`src/gp_consts.svh`:
```
// register offsets, field positions and reset values of the gpio port
`ifndef GP_CONSTS_SVH
`define GP_CONSTS_SVH

// ************************************************************
// register byte offsets
// ************************************************************
`define GP_OFS_DATA      8'h00
`define GP_OFS_IRQ_EN    8'h04
`define GP_OFS_DM_LOW    8'h08
`define GP_OFS_DM_HIGH   8'h0C
`define GP_OFS_IO_CFG    8'h10
`define GP_OFS_BYPASS    8'h14

// ************************************************************
// io config fields
// ************************************************************
`define GP_CFG_IRQ_MODE_BIT  0
`define GP_CFG_REG_EN_BIT    1
`define GP_CFG_LEVEL_LSB     4
`define GP_CFG_LEVEL_MSB     5
`define GP_CFG_MASK          8'h33

// ************************************************************
// reset values
// ************************************************************
`define GP_RST_DATA      8'h00
`define GP_RST_IRQ_EN    8'h00
`define GP_RST_DM_LOW    8'h00
`define GP_RST_DM_HIGH   8'hFF
`define GP_RST_IO_CFG    8'h00
`define GP_RST_BYPASS    8'h00

// ************************************************************
// bus response codes
// ************************************************************
`define GP_RESP_OKAY     2'h0
`define GP_RESP_SLVERR   2'h2

`endif

```
`src/gp_pkg.sv`:
```
// types shared by the gpio port design
package gp_pkg;

    // drive mode code, {high bit, low bit}
    typedef enum logic [1:0] {
        GP_DM_PULLUP = 2'h0,
        GP_DM_STRONG = 2'h1,
        GP_DM_HIZ    = 2'h2,
        GP_DM_OPEN   = 2'h3
    } gp_dm_t;

    // regulated strong-high level selection
    typedef logic [1:0] gp_level_t;

endpackage

```
`src/gp_port.sv`:
```
// gpio port: pin drivers, input sampling, pin interrupts and axi4-lite registers
// Notes on behaviour
// - port holds eight identical per-pin blocks
// - written data bit drives pin per mode
// - data read returns sensed pin level
// - all modes but analog keep input
// - 00b pull-up input, 11b open-drain input
// - regulator enable sets strong-high regulated level
// - pull-up mode always pulls to supply
// - config bits 4 and 5 pick level
// - bypass pins output internal function data
// - per-pin open-drain irq, wire-ORed shared
// - pin irq uses only enable and mode
// - mode 0 asserts while pin low
// - mode 1 asserts while pin differs last-read
// - last-read latch selects high or low
// - enable clear keeps pin irq released
// - enabling asserts at once if condition met
// - irq held until one of four events
// - new system irq only on falling line
// - overlapping pins give no second event
// - analog mode reads zero, no useful irq
// - drive mode high bits reset to ones
`timescale 1ns/1ps
`include "gp_consts.svh"

module gp_port
#(
    parameter int NPINS    = 8,
    parameter bit REG_PORT = 1'b1
)
(
    // clock and reset
    input  wire logic                  i_clk,
    input  wire logic                  i_nrst,
    // axi4-lite write address
    input  wire logic                  i_awvalid,
    output logic                       o_awready,
    input  wire logic [7:0]            i_awaddr,
    // axi4-lite write data
    input  wire logic                  i_wvalid,
    output logic                       o_wready,
    input  wire logic [31:0]           i_wdata,
    input  wire logic [3:0]            i_wstrb,
    // axi4-lite write response
    output logic                       o_bvalid,
    input  wire logic                  i_bready,
    output logic [1:0]                 o_bresp,
    // axi4-lite read address
    input  wire logic                  i_arvalid,
    output logic                       o_arready,
    input  wire logic [7:0]            i_araddr,
    // axi4-lite read data
    output logic                       o_rvalid,
    input  wire logic                  i_rready,
    output logic [31:0]                o_rdata,
    output logic [1:0]                 o_rresp,
    // pins
    input  wire logic [NPINS-1:0]      i_pin,
    output logic      [NPINS-1:0]      o_pin,
    output logic      [NPINS-1:0]      o_pin_oe,
    output logic      [NPINS-1:0]      o_pin_pullup,
    output logic      [NPINS-1:0]      o_pin_input_en,
    output logic      [NPINS-1:0]      o_pin_reg_high,
    output gp_pkg::gp_level_t          o_reg_level,
    // bypass from internal functions
    input  wire logic [NPINS-1:0]      i_alt_data,
    input  wire logic [NPINS-1:0]      i_alt_sel,
    // pin interrupts
    output logic      [NPINS-1:0]      o_pin_irq_oe,
    output logic                       o_gpio_irq_n,
    output logic                       o_gpio_irq_event
);
    import gp_pkg::*;

    // ************************************************************
    // registers
    // ************************************************************
    logic [NPINS-1:0] data_q;
    logic [NPINS-1:0] irq_en_q;
    logic [NPINS-1:0] dm_low_q;
    logic [NPINS-1:0] dm_high_q;
    logic [NPINS-1:0] bypass_q;
    logic [7:0]       cfg_q;
    logic [NPINS-1:0] last_read_q;
    logic [NPINS-1:0] sync1_q;
    logic [NPINS-1:0] sync2_q;
    logic             irq_any_q;
    logic             event_q;

    // ************************************************************
    // bus handshake state
    // ************************************************************
    logic             aw_got_q;
    logic             w_got_q;
    logic [7:0]       awaddr_q;
    logic [31:0]      wdata_q;
    logic [3:0]       wstrb_q;
    logic             bvalid_q;
    logic [1:0]       bresp_q;
    logic             rvalid_q;
    logic [31:0]      rdata_q;
    logic [1:0]       rresp_q;

    logic             aw_hs;
    logic             w_hs;
    logic             ar_hs;
    logic             do_write;
    logic [7:0]       wr_addr;
    logic [31:0]      wr_data;
    logic [3:0]       wr_strb;
    logic             wr_lane0;
    logic             wr_hit;
    logic [NPINS-1:0] sensed;
    logic [NPINS-1:0] pin_irq;
    logic [31:0]      rd_mux;
    logic             rd_hit;
    logic             irq_mode;
    logic             reg_en;
    logic [7:0]       wr_byte;

    // ************************************************************
    // write channel
    // ************************************************************
    // address and data are taken in either order; the response waits for both
    assign o_awready = ~aw_got_q & ~bvalid_q;
    assign o_wready  = ~w_got_q & ~bvalid_q;
    assign aw_hs     = i_awvalid & o_awready;
    assign w_hs      = i_wvalid & o_wready;
    assign wr_addr   = aw_got_q ? awaddr_q : i_awaddr;
    assign wr_data   = w_got_q ? wdata_q : i_wdata;
    assign wr_strb   = w_got_q ? wstrb_q : i_wstrb;
    assign do_write  = (aw_got_q | aw_hs) & (w_got_q | w_hs) & ~bvalid_q;
    assign wr_lane0  = do_write & wr_strb[0];
    assign wr_byte   = wr_data[7:0];

    always_comb
    begin
        case (wr_addr)
            `GP_OFS_DATA,
            `GP_OFS_IRQ_EN,
            `GP_OFS_DM_LOW,
            `GP_OFS_DM_HIGH,
            `GP_OFS_IO_CFG,
            `GP_OFS_BYPASS: wr_hit = 1'b1;
            default:        wr_hit = 1'b0;
        endcase
    end

    always_ff @(posedge i_clk or negedge i_nrst)
    begin
        if (!i_nrst)
        begin
            aw_got_q <= 1'b0;
            w_got_q  <= 1'b0;
            awaddr_q <= 8'h00;
            wdata_q  <= 32'h00000000;
            wstrb_q  <= 4'h0;
        end
        else
        begin
            if (do_write)
            begin
                aw_got_q <= 1'b0;
                w_got_q  <= 1'b0;
            end
            else
            begin
                if (aw_hs)
                begin
                    aw_got_q <= 1'b1;
                    awaddr_q <= i_awaddr;
                end
                if (w_hs)
                begin
                    w_got_q <= 1'b1;
                    wdata_q <= i_wdata;
                    wstrb_q <= i_wstrb;
                end
            end
        end
    end

    always_ff @(posedge i_clk or negedge i_nrst)
    begin
        if (!i_nrst)
        begin
            bvalid_q <= 1'b0;
            bresp_q  <= `GP_RESP_OKAY;
        end
        else if (do_write)
        begin
            bvalid_q <= 1'b1;
            bresp_q  <= wr_hit ? `GP_RESP_OKAY : `GP_RESP_SLVERR;
        end
        else if (bvalid_q & i_bready)
        begin
            bvalid_q <= 1'b0;
        end
    end

    assign o_bvalid = bvalid_q;
    assign o_bresp  = bresp_q;

    // ************************************************************
    // configuration registers
    // ************************************************************
    // registers are eight bits wide; only byte lane 0 is stored
    always_ff @(posedge i_clk or negedge i_nrst)
    begin
        if (!i_nrst)
        begin
            data_q    <= NPINS'(`GP_RST_DATA);
            irq_en_q  <= NPINS'(`GP_RST_IRQ_EN);
            dm_low_q  <= NPINS'(`GP_RST_DM_LOW);
            dm_high_q <= NPINS'(`GP_RST_DM_HIGH);
            cfg_q     <= `GP_RST_IO_CFG;
            bypass_q  <= NPINS'(`GP_RST_BYPASS);
        end
        else if (wr_lane0)
        begin
            case (wr_addr)
                `GP_OFS_DATA:    data_q    <= wr_byte[NPINS-1:0];
                `GP_OFS_IRQ_EN:  irq_en_q  <= wr_byte[NPINS-1:0];
                `GP_OFS_DM_LOW:  dm_low_q  <= wr_byte[NPINS-1:0];
                `GP_OFS_DM_HIGH: dm_high_q <= wr_byte[NPINS-1:0];
                `GP_OFS_IO_CFG:  cfg_q     <= wr_byte & `GP_CFG_MASK;
                `GP_OFS_BYPASS:  bypass_q  <= wr_byte[NPINS-1:0];
                default:         cfg_q     <= cfg_q;
            endcase
        end
    end

    assign irq_mode    = cfg_q[`GP_CFG_IRQ_MODE_BIT];
    assign reg_en      = cfg_q[`GP_CFG_REG_EN_BIT] & REG_PORT;
    assign o_reg_level = cfg_q[`GP_CFG_LEVEL_MSB:`GP_CFG_LEVEL_LSB];

    // ************************************************************
    // input synchroniser
    // ************************************************************
    always_ff @(posedge i_clk or negedge i_nrst)
    begin
        if (!i_nrst)
        begin
            sync1_q <= '0;
            sync2_q <= '0;
        end
        else
        begin
            sync1_q <= i_pin;
            sync2_q <= sync1_q;
        end
    end

    // ************************************************************
    // per-pin blocks
    // ************************************************************
    // every pin is the same slice; only the regulated port uses reg_en
    genvar g;
    generate
        for (g = 0; g < NPINS; g++)
        begin : g_pin
            gp_dm_t dm;
            logic   dout;
            logic   cond;

            assign dm   = gp_dm_t'({dm_high_q[g], dm_low_q[g]});
            assign dout = (bypass_q[g] | i_alt_sel[g]) ? i_alt_data[g] : data_q[g];

            always_comb
            begin
                o_pin[g]          = 1'b0;
                o_pin_oe[g]       = 1'b0;
                o_pin_pullup[g]   = 1'b0;
                o_pin_reg_high[g] = 1'b0;
                o_pin_input_en[g] = 1'b1;
                case (dm)
                    GP_DM_PULLUP:
                    begin
                        // pull-up goes to supply whatever the regulator says
                        o_pin_oe[g]     = ~dout;
                        o_pin_pullup[g] = dout;
                    end
                    GP_DM_STRONG:
                    begin
                        o_pin[g]          = dout;
                        o_pin_oe[g]       = 1'b1;
                        o_pin_reg_high[g] = dout & reg_en;
                    end
                    GP_DM_HIZ:
                    begin
                        o_pin_input_en[g] = 1'b0;
                    end
                    GP_DM_OPEN:
                    begin
                        o_pin_oe[g] = ~dout;
                    end
                    default:
                    begin
                        o_pin_input_en[g] = 1'b0;
                    end
                endcase
            end

            // analog mode blocks the input so it reads zero
            assign sensed[g] = sync2_q[g] & o_pin_input_en[g];

            // low mode, or change against the last value read
            assign cond       = irq_mode ? (sensed[g] ^ last_read_q[g]) : ~sensed[g];
            // purely combinational, so an enable or a mode change acts at once
            assign pin_irq[g] = irq_en_q[g] & cond;
        end
    endgenerate

    // open-drain pull of each pin onto the shared line
    assign o_pin_irq_oe = pin_irq;

    // ************************************************************
    // read channel
    // ************************************************************
    assign o_arready = ~rvalid_q;
    assign ar_hs     = i_arvalid & o_arready;

    always_comb
    begin
        rd_mux = 32'h00000000;
        rd_hit = 1'b1;
        case (i_araddr)
            `GP_OFS_DATA:    rd_mux[NPINS-1:0] = sensed;
            `GP_OFS_IRQ_EN:  rd_mux[NPINS-1:0] = irq_en_q;
            `GP_OFS_DM_LOW:  rd_mux[NPINS-1:0] = dm_low_q;
            `GP_OFS_DM_HIGH: rd_mux[NPINS-1:0] = dm_high_q;
            `GP_OFS_IO_CFG:  rd_mux[7:0]       = cfg_q;
            `GP_OFS_BYPASS:  rd_mux[NPINS-1:0] = bypass_q;
            default:         rd_hit            = 1'b0;
        endcase
    end

    always_ff @(posedge i_clk or negedge i_nrst)
    begin
        if (!i_nrst)
        begin
            rvalid_q <= 1'b0;
            rdata_q  <= 32'h00000000;
            rresp_q  <= `GP_RESP_OKAY;
        end
        else if (ar_hs)
        begin
            rvalid_q <= 1'b1;
            rdata_q  <= rd_mux;
            rresp_q  <= rd_hit ? `GP_RESP_OKAY : `GP_RESP_SLVERR;
        end
        else if (rvalid_q & i_rready)
        begin
            rvalid_q <= 1'b0;
        end
    end

    assign o_rvalid = rvalid_q;
    assign o_rdata  = rdata_q;
    assign o_rresp  = rresp_q;

    // ************************************************************
    // last-read latch
    // ************************************************************
    // a data read refreshes it, which is how a handler releases change mode
    always_ff @(posedge i_clk or negedge i_nrst)
    begin
        if (!i_nrst)
        begin
            last_read_q <= '0;
        end
        else if (ar_hs && (i_araddr == `GP_OFS_DATA))
        begin
            last_read_q <= sensed;
        end
    end

    // ************************************************************
    // shared interrupt line
    // ************************************************************
    // wired-OR: low while any pin pulls; one event per falling edge only
    assign o_gpio_irq_n = ~(|pin_irq);

    always_ff @(posedge i_clk or negedge i_nrst)
    begin
        if (!i_nrst)
        begin
            irq_any_q <= 1'b0;
            event_q   <= 1'b0;
        end
        else
        begin
            irq_any_q <= |pin_irq;
            event_q   <= (|pin_irq) & ~irq_any_q;
        end
    end

    assign o_gpio_irq_event = event_q;

endmodule

```
`config.mk`:
```
export PLATFORM = sky130hd
export DESIGN_NAME = gp_port
export DESIGN_NICKNAME = d
export VERILOG_FILES = /design/src/gp_pkg.sv /design/src/gp_port.sv
export VERILOG_INCLUDE_DIRS = /design/src
export SDC_FILE = /design/constraint.sdc
export NUM_CORES = 1
export LEC_CHECK = 0
export BUFFER_PORTS_ARGS = -buffer_cell sky130_fd_sc_hd__buf_2
export CAP_MARGIN = 30
export CORE_ASPECT_RATIO = 2
export CORE_MARGIN = 1
export CORE_UTILIZATION = 47
export DETAILED_ROUTE_END_ITERATION = 16
export PLACE_DENSITY = 0.75
export SLEW_MARGIN = 25
export SYNTH_ARGS = -nofsm -noshare
export SYNTH_HDL_FRONTEND = slang
export SYNTH_SLANG_ARGS = --single-unit
export TNS_END_PERCENT = 30
```
`constraint.sdc`:
```
create_clock -name i_clk -period 1.85 [get_ports i_clk]
set_input_delay 0.0925 -clock i_clk [delete_from_list [all_inputs] [get_ports i_clk]]
set_output_delay 0.0925 -clock i_clk [all_outputs]
set_load 0.03 [all_outputs]
```
======== Word level (Yosys, flattened, before mapping) ========
Index checks and enable logic that the tools add are counted.
word-level totals
  bits in registers ....................... 103
  input port bits ......................... 83
  output and inout bits ................... 93
  logic and storage cells ................. 237
operators by class
  eq/ne operators ......................... 34
  multiplexer cells ....................... 72
  bitwise operators ....................... 76
  reduce and logical (&&, ||, !) cells .... 34
operators by type and width
  kind                number
  $mux 1              59
  $pmux 8 s6          1
  $and 1x1->1         35
  $eq 2x2->1 const B  16
  $eq 8x4->1 const B  4
  $eq 8x5->1 const B  4
  $not 1->1           23
  $eq 2x1->1 const B  8
  $eq 8x3->1 const B  2
  $logic_not 2->1     8
  $logic_not 8->1     2
  $mux 8              2
  $pmux 1 s2          8
  $reduce_and 2->1    8
  $reduce_or 2->1     8
  $reduce_or 6->1     2
  $or 1x1->1          10
  $reduce_bool 2->1   4
  $reduce_or 8->1     1
  $xor 1x1->1         8
  $mux 2              2
  $logic_and 1x1->1   1

======== Depth between registers and ports, before layout ========
  depth in word-level cells ............... 8
  mapped depth ............................ 6
  gate-level depth less buffers ........... 6

======== Worst setup path before layout ========
No wires, ideal clock.
  path type ............................... register -> register
  start point ............................. register bvalid_q, in the netlist o_bvalid
  end point ............................... register dm_low_q[0]
  library setup time ...................... 125 ps
  arrival time ............................ 1873 ps
  data required time ...................... 1725 ps
  setup slack ............................. -148 ps
  cell stages (with the launch flop) ...... 5
  buffers on the path ..................... 0
  clock period less this slack ............ 1998 ps
  cells stage by stage .................... dfrtp_1 -> o21ba_2 -> nand4b_2 -> nor3_4 -> mux2_2
on the way
  cells in the longest elaborated chain, start to end .. 8
  elaborated cells on any way between the ends .. 11
  those cells by class .................... bitwise: 10; reduce/logical: 1
RTL lines
  what                            RTL line                                        RTL
  start, declared                 gp_port.sv:99                                   logic bvalid_q;
  start signal, assigned          gp_port.sv:188                                  bvalid_q <= 1'b0;
  start signal, assigned          gp_port.sv:193                                  bvalid_q <= 1'b1;
  start signal, assigned          gp_port.sv:198                                  bvalid_q <= 1'b0;
  $not 1->1 (*)                   gp_port.sv:126, gp_port.sv:127, gp_port.sv:133
  $and 1x1->1 (on tied branches)  gp_port.sv:126, gp_port.sv:127
  $and 1x1->1 (on tied branches)  gp_port.sv:128, gp_port.sv:129
  $or 1x1->1                      gp_port.sv:133                                  assign do_write = (aw_got_q | aw_hs) & (w_got_q | w_hs) & ~bvalid_q;
  $and 1x1->1                     gp_port.sv:133
  $and 1x1->1 (*)                 gp_port.sv:133
  $and 1x1->1 (*)                 gp_port.sv:134                                  assign wr_lane0 = do_write & wr_strb[0];
  $reduce_and 2->1 (no line) (*)  -
  end signal, assigned            gp_port.sv:215                                  dm_low_q <= NPINS'(`GP_RST_DM_LOW);
  end signal, assigned            gp_port.sv:225                                  `GP_OFS_DM_LOW: dm_low_q <= wr_byte[NPINS-1:0];
  end, declared                   gp_port.sv:81                                   logic [NPINS-1:0] dm_low_q;
Mark *: on every way between the ends. The rest lies on a longest branch, timed or not.
A chain may end at the register's enable or synchronous reset.

======== Final worst setup path ========
  start point ............................. register dm_low_q[2]
  end point ............................... output port o_gpio_irq_n
on the way
  cells in the longest elaborated chain, start to end .. 8
  elaborated cells on any way between the ends .. 9
  those cells by class .................... eq/ne: 1; mux: 2; bitwise: 5; reduce/logical: 1
RTL lines
  what                                             RTL line        RTL
  $eq 2x2->1 (*)                                   gp_port.sv:277  case (dm)
  $mux 1 (*)                                       gp_port.sv:277
  $and 1x1->1 (*)                                  gp_port.sv:306  assign sensed[g] = sync2_q[g] & o_pin_input_en[g];
  $xor 1x1->1 / $not 1->1 (equally long branches)  gp_port.sv:309  assign cond = irq_mode ? (sensed[g] ^ last_read_q[g]) : ~sensed[g];
  $mux 1 (*)                                       gp_port.sv:309
  $and 1x1->1 (*)                                  gp_port.sv:311  assign pin_irq[g] = irq_en_q[g] & cond;
  $reduce_or 8->1 (*)                              gp_port.sv:383  assign o_gpio_irq_n = ~(|pin_irq);
  $not 1->1 (*)                                    gp_port.sv:383
  end, declared                                    gp_port.sv:71   output logic o_gpio_irq_n,
Marked as above.

==> flow_metrics.tcl <==
set metrics [dict create \
    layout_setup_ws_ns -0.159 \
    ys_async_sr_fraction 1.00 \
    min_delay_path_depth 2 \
    number_of_antenna_violations_at_the_first_check_in_global_routing 0 \
    detail_placement_hpwl_um 10500 \
    fmaxAchievable_ghz 0.498 \
    synth.top_cell.area_share 0.421 \
    power_density_nw_per_um2 1100 \
    final_cell_count_no_fill 816 \
    cp-startpoint "dm_low_q[2]$_DFFE_PN0P_" \
    std_cell_rows 55 \
    antenna_cells 0 \
    crit_fanout 3 \
    numCtsBuffers 9 \
    cp_num_cells 7 \
    routed_wirelength_um 15500 \
    holdCritPathClass "in -> reg" \
    cp_top_family "simple AND/OR/NAND/NOR gates" \
    boundary_pin_count 176 \
    crit_path_cell_trace "inv_1 > ha_4 > nor2b_2 > xnor2_2 > a22oi_2 > and4_1 > buf_6" \
    cp-endpoint "o_gpio_irq_n" \
    detailroute.via_count 4348 \
    tritoncts "done" \
    routed_met2_length_um 9150 \
    antenna_left 0 \
    setup_tns_ns -0.169 \
    synthMostInstantiatedCell "sky130_fd_sc_hd__dfrtp_1" \
    numPlacedInstances 771 \
    number_of_synthesized_flops_with_an_enable_pin 0 \
    finish.utilization 0.679 \
    finalClockSkew_ns 0.00638 \
    cts_max_path_buffers 2 \
    ctsHtreeMaxLevel 3 \
    wl_per_cell_um 19.0 \
    synth_warnings 0 \
    clockRootBuffer "sky130_fd_sc_hd__clkbuf_16" \
    worst_ep_arrival_time_ns 1.92 \
    critical-path-max-stage-delay_ns 0.37 \
    core_region_area_sq_um 11400 \
    required_ns 1.76 \
    place_worst_setup_slack_ns -0.238 \
    worst_setup_hold_path_clk_slew_ns 0.06 \
    power.ir.vdd_worst_mv 1.14 \
    outcome "finished with violations" \
    final.period_utilization 1.09 \
    post_synth_main_area_contributors "sky130_fd_sc_hd__dfrtp_1 (42%), sky130_fd_sc_hd__mux2_2 (17%), sky130_fd_sc_hd__ha_1 (5.4%)" \
    initial_utilization 0.487 \
    finalNetCount 777 \
    timing.critical_path.slowest_stage_cell "sky130_fd_sc_hd__dfrtp_1" \
    maxCapViolations 0 \
    synthToLayoutAreaGrowth_pct 39.4 \
    final_layout_size_suffix_gt1_frac 0.527 \
    top_layer "met4" \
    total_die_area_sq_um 12200 \
    setup.worst_path.end_class "output port" \
    grt_pass1_wl_um 22600 \
    postSynth.topFlopCell "sky130_fd_sc_hd__dfrtp_1" \
    synth_area_leader_cell "sky130_fd_sc_hd__dfrtp_1" \
    gpl.final_weighted_congestion 0.811 \
    port-buffer-count 122 \
    largest_net_degree_at_the_start_of_global_routing 44 \
    grt_remaining_overflow 0 \
    ys_seq_elements 101 \
    firstDrtPassIters 4 \
    worst_skew_pair.late_latency_ns 0.35 \
    synth.cell_area_sq_um 5530 \
    synth-seq-area-share 0.459 \
    setup_viol_count_final 2 \
    post-route-min-period_ns 2.01 \
    start_kind "flip-flop" \
    r2r_end "dm_high_q[5]$_DFFE_PN1P_" \
    met1Wirelength_um 5190 \
    synth_cells 468 \
    synth_commonest_cells "sky130_fd_sc_hd__dfrtp_1 (93), sky130_fd_sc_hd__mux2_2 (83), sky130_fd_sc_hd__inv_1 (34), sky130_fd_sc_hd__nor2b_1 (34), sky130_fd_sc_hd__nor2_1 (32)" \
    hold_viol 0 \
    synth.lib_cells_used.distinct 50 \
    worst_r2r_path_depth 6 \
    clock_sinks 101 \
    die-width_um 78.7 \
    grt_setup_unrepaired "true" \
    static-leakage-power_nw 3.64 \
    worstReg2RegStart "aw_got_q$_DFFE_PN0P_" \
    timing.critical_path.buf_inv 2 \
    die_y_um 155 \
    vias_per_cell 5.33 \
    grt_usage 0.246 \
    drt_first_iter_violations 258 \
    crit_type "reg -> out" \
    power_mw 8.49 \
    remaining_routing_drc_violations 0 \
    number_of_global_route_vias_before_repair 4543 \
    avg_synthesized_cell_area_sq_um 11.8 \
    failing_checks "setup timing" \
    met3_length_um 588 \
    timing.final.max_slew_violations 0 \
    timing.reg2reg.setup_slack_ns -0.01 \
]
==> logic make-up after synthesis <==
| kind of cell | after synthesis | share of synthesized area |
|---|---|---|
| AOI/OAI and AO/OA | 44 | 0.0530 |
| xor gates and xnor gates | 8 | 0.0127 |
| adders and majority gates | 24 | 0.0543 |
| buffers and inverters | 70 | 0.0674 |
| DFF | 101 | 0.459 |
| muxes | 104 | 0.216 |
| other | 1 | 0.000678 |
| and+or+nand+nor | 116 | 0.136 |
==> metrics by stage <==
step / area (sq um) / hold slack (ns)
3_3_place_gp: 6590 / 0.0773
6_report: 7700 / 0.00473
4_1_cts: 7350 / 0.00470
2_1_floorplan: 5630 / -0.203
3_5_place_dp: 6590 / 0.0793
5_1_grt: 7700 / 0.0113
==> layout make-up <==
| class | instances | area (sq um) |
|---|---|---|
| fill | 799 | 3650 |
| clock inverter | 1 | 7.51 |
| timing repair buffer | 202 | 1360 |
| inverter | 34 | 128 |
| clock buffer | 14 | 264 |
| sequential | 101 | 2540 |
| tap | 142 | 178 |
| multi-input combinational | 322 | 3230 |
==> layer usage <==
layer	global-route usage	vias up
met5	0	-
met4	0.116	0
met3	0.0358	41
met2	0.477	157
met1	0.246	2197
li1	-	1953
==> timing repair <==
item                                   4_1_cts  5_1_grt
resized for setup                           51       77
endpoints found under the hold margin       42        0
pin swaps                                   12       11
cloned                                       0        0
setup endpoints to repair                   70       77
setup buffers                               10        7
hold buffers                                15        0
==> worst register-to-register path, delay by kind of cell (launching register included) <==
| kind | cells | cell delay, ns |
|---|---|---|
| AND/OR/NAND/NOR | 2 | 0.51 |
| buffers and inverters | 2 | 0.32 |
| multiplexers | 2 | 0.54 |
| flip-flops | 1 | 0.42 |
==> cell usage in the layout (no fill, tap or decap), types with 3 or more instances in the layout <==
cell type                       count
sky130_fd_sc_hd__clkbuf_1           3
sky130_fd_sc_hd__nor2_4             3
sky130_fd_sc_hd__dfstp_2            8
sky130_fd_sc_hd__o21ai_0            3
sky130_fd_sc_hd__dfrtp_2            3
sky130_fd_sc_hd__conb_1            26
sky130_fd_sc_hd__a22o_1             4
sky130_fd_sc_hd__and2_1            16
sky130_fd_sc_hd__nor2_2             3
sky130_fd_sc_hd__clkbuf_16          9
sky130_fd_sc_hd__mux4_2             4
sky130_fd_sc_hd__inv_1             34
sky130_fd_sc_hd__dfrtp_1           90
sky130_fd_sc_hd__o22ai_1            4
sky130_fd_sc_hd__mux2_2            44
sky130_fd_sc_hd__nor4b_4            3
sky130_fd_sc_hd__a21oi_1           17
sky130_fd_sc_hd__nor2_1            31
sky130_fd_sc_hd__nor2b_2            3
sky130_fd_sc_hd__ha_4               8
sky130_fd_sc_hd__nand2_1            7
sky130_fd_sc_hd__nor2b_4            5
sky130_fd_sc_hd__mux2_4            40
sky130_fd_sc_hd__buf_6              9
sky130_fd_sc_hd__buf_4             60
sky130_fd_sc_hd__dlygate4sd3_1     15
sky130_fd_sc_hd__a22oi_2            4
sky130_fd_sc_hd__nor4_4             3
sky130_fd_sc_hd__buf_2            112
sky130_fd_sc_hd__xnor2_2            7
sky130_fd_sc_hd__mux2i_1           14
sky130_fd_sc_hd__ha_1              15
sky130_fd_sc_hd__buf_12             4
sky130_fd_sc_hd__nor2b_1           26
==> power by group <==
| part | internal [mW] | switching [mW] | leakage [nW] |
|---|---|---|---|
| clock | 0.981 | 0.796 | 0.129 |
| sequential | 2.65 | 0.380 | 1.27 |
| combinational | 1.67 | 2.01 | 2.24 |
| total | 5.30 | 3.18 | 3.64 |
==> flip-flops by register name (all words and copies together), names as in the netlist <==
name,flops
o_bvalid,1
sync2_q,8
o_rresp,1
awaddr_q,8
data_q,8
o_rvalid,1
dm_high_q,8
last_read_q,8
o_bresp,1
wstrb_q,1
irq_any_q,1
w_got_q,1
o_gpio_irq_event,1
dm_low_q,8
o_rdata,8
wdata_q,8
aw_got_q,1
bypass_q,8
irq_en_q,8
sync1_q,8
cfg_q,4
==> how the worst min path moves through the flow <==
stage | start | to
finish | i_wdata[3] | wdata_q[3]$_DFFE_PN0P_
CTS | i_awaddr[4] | awaddr_q[4]$_DFFE_PN0P_
detailed placement | i_nrst | wdata_q[5]$_DFFE_PN0P_
global route | i_wdata[3] | wdata_q[3]$_DFFE_PN0P_
global placement | i_nrst | wdata_q[5]$_DFFE_PN0P_
floorplan | i_nrst | aw_got_q$_DFFE_PN0P_
No activity file was read; power rests on OpenSTA's default activity.
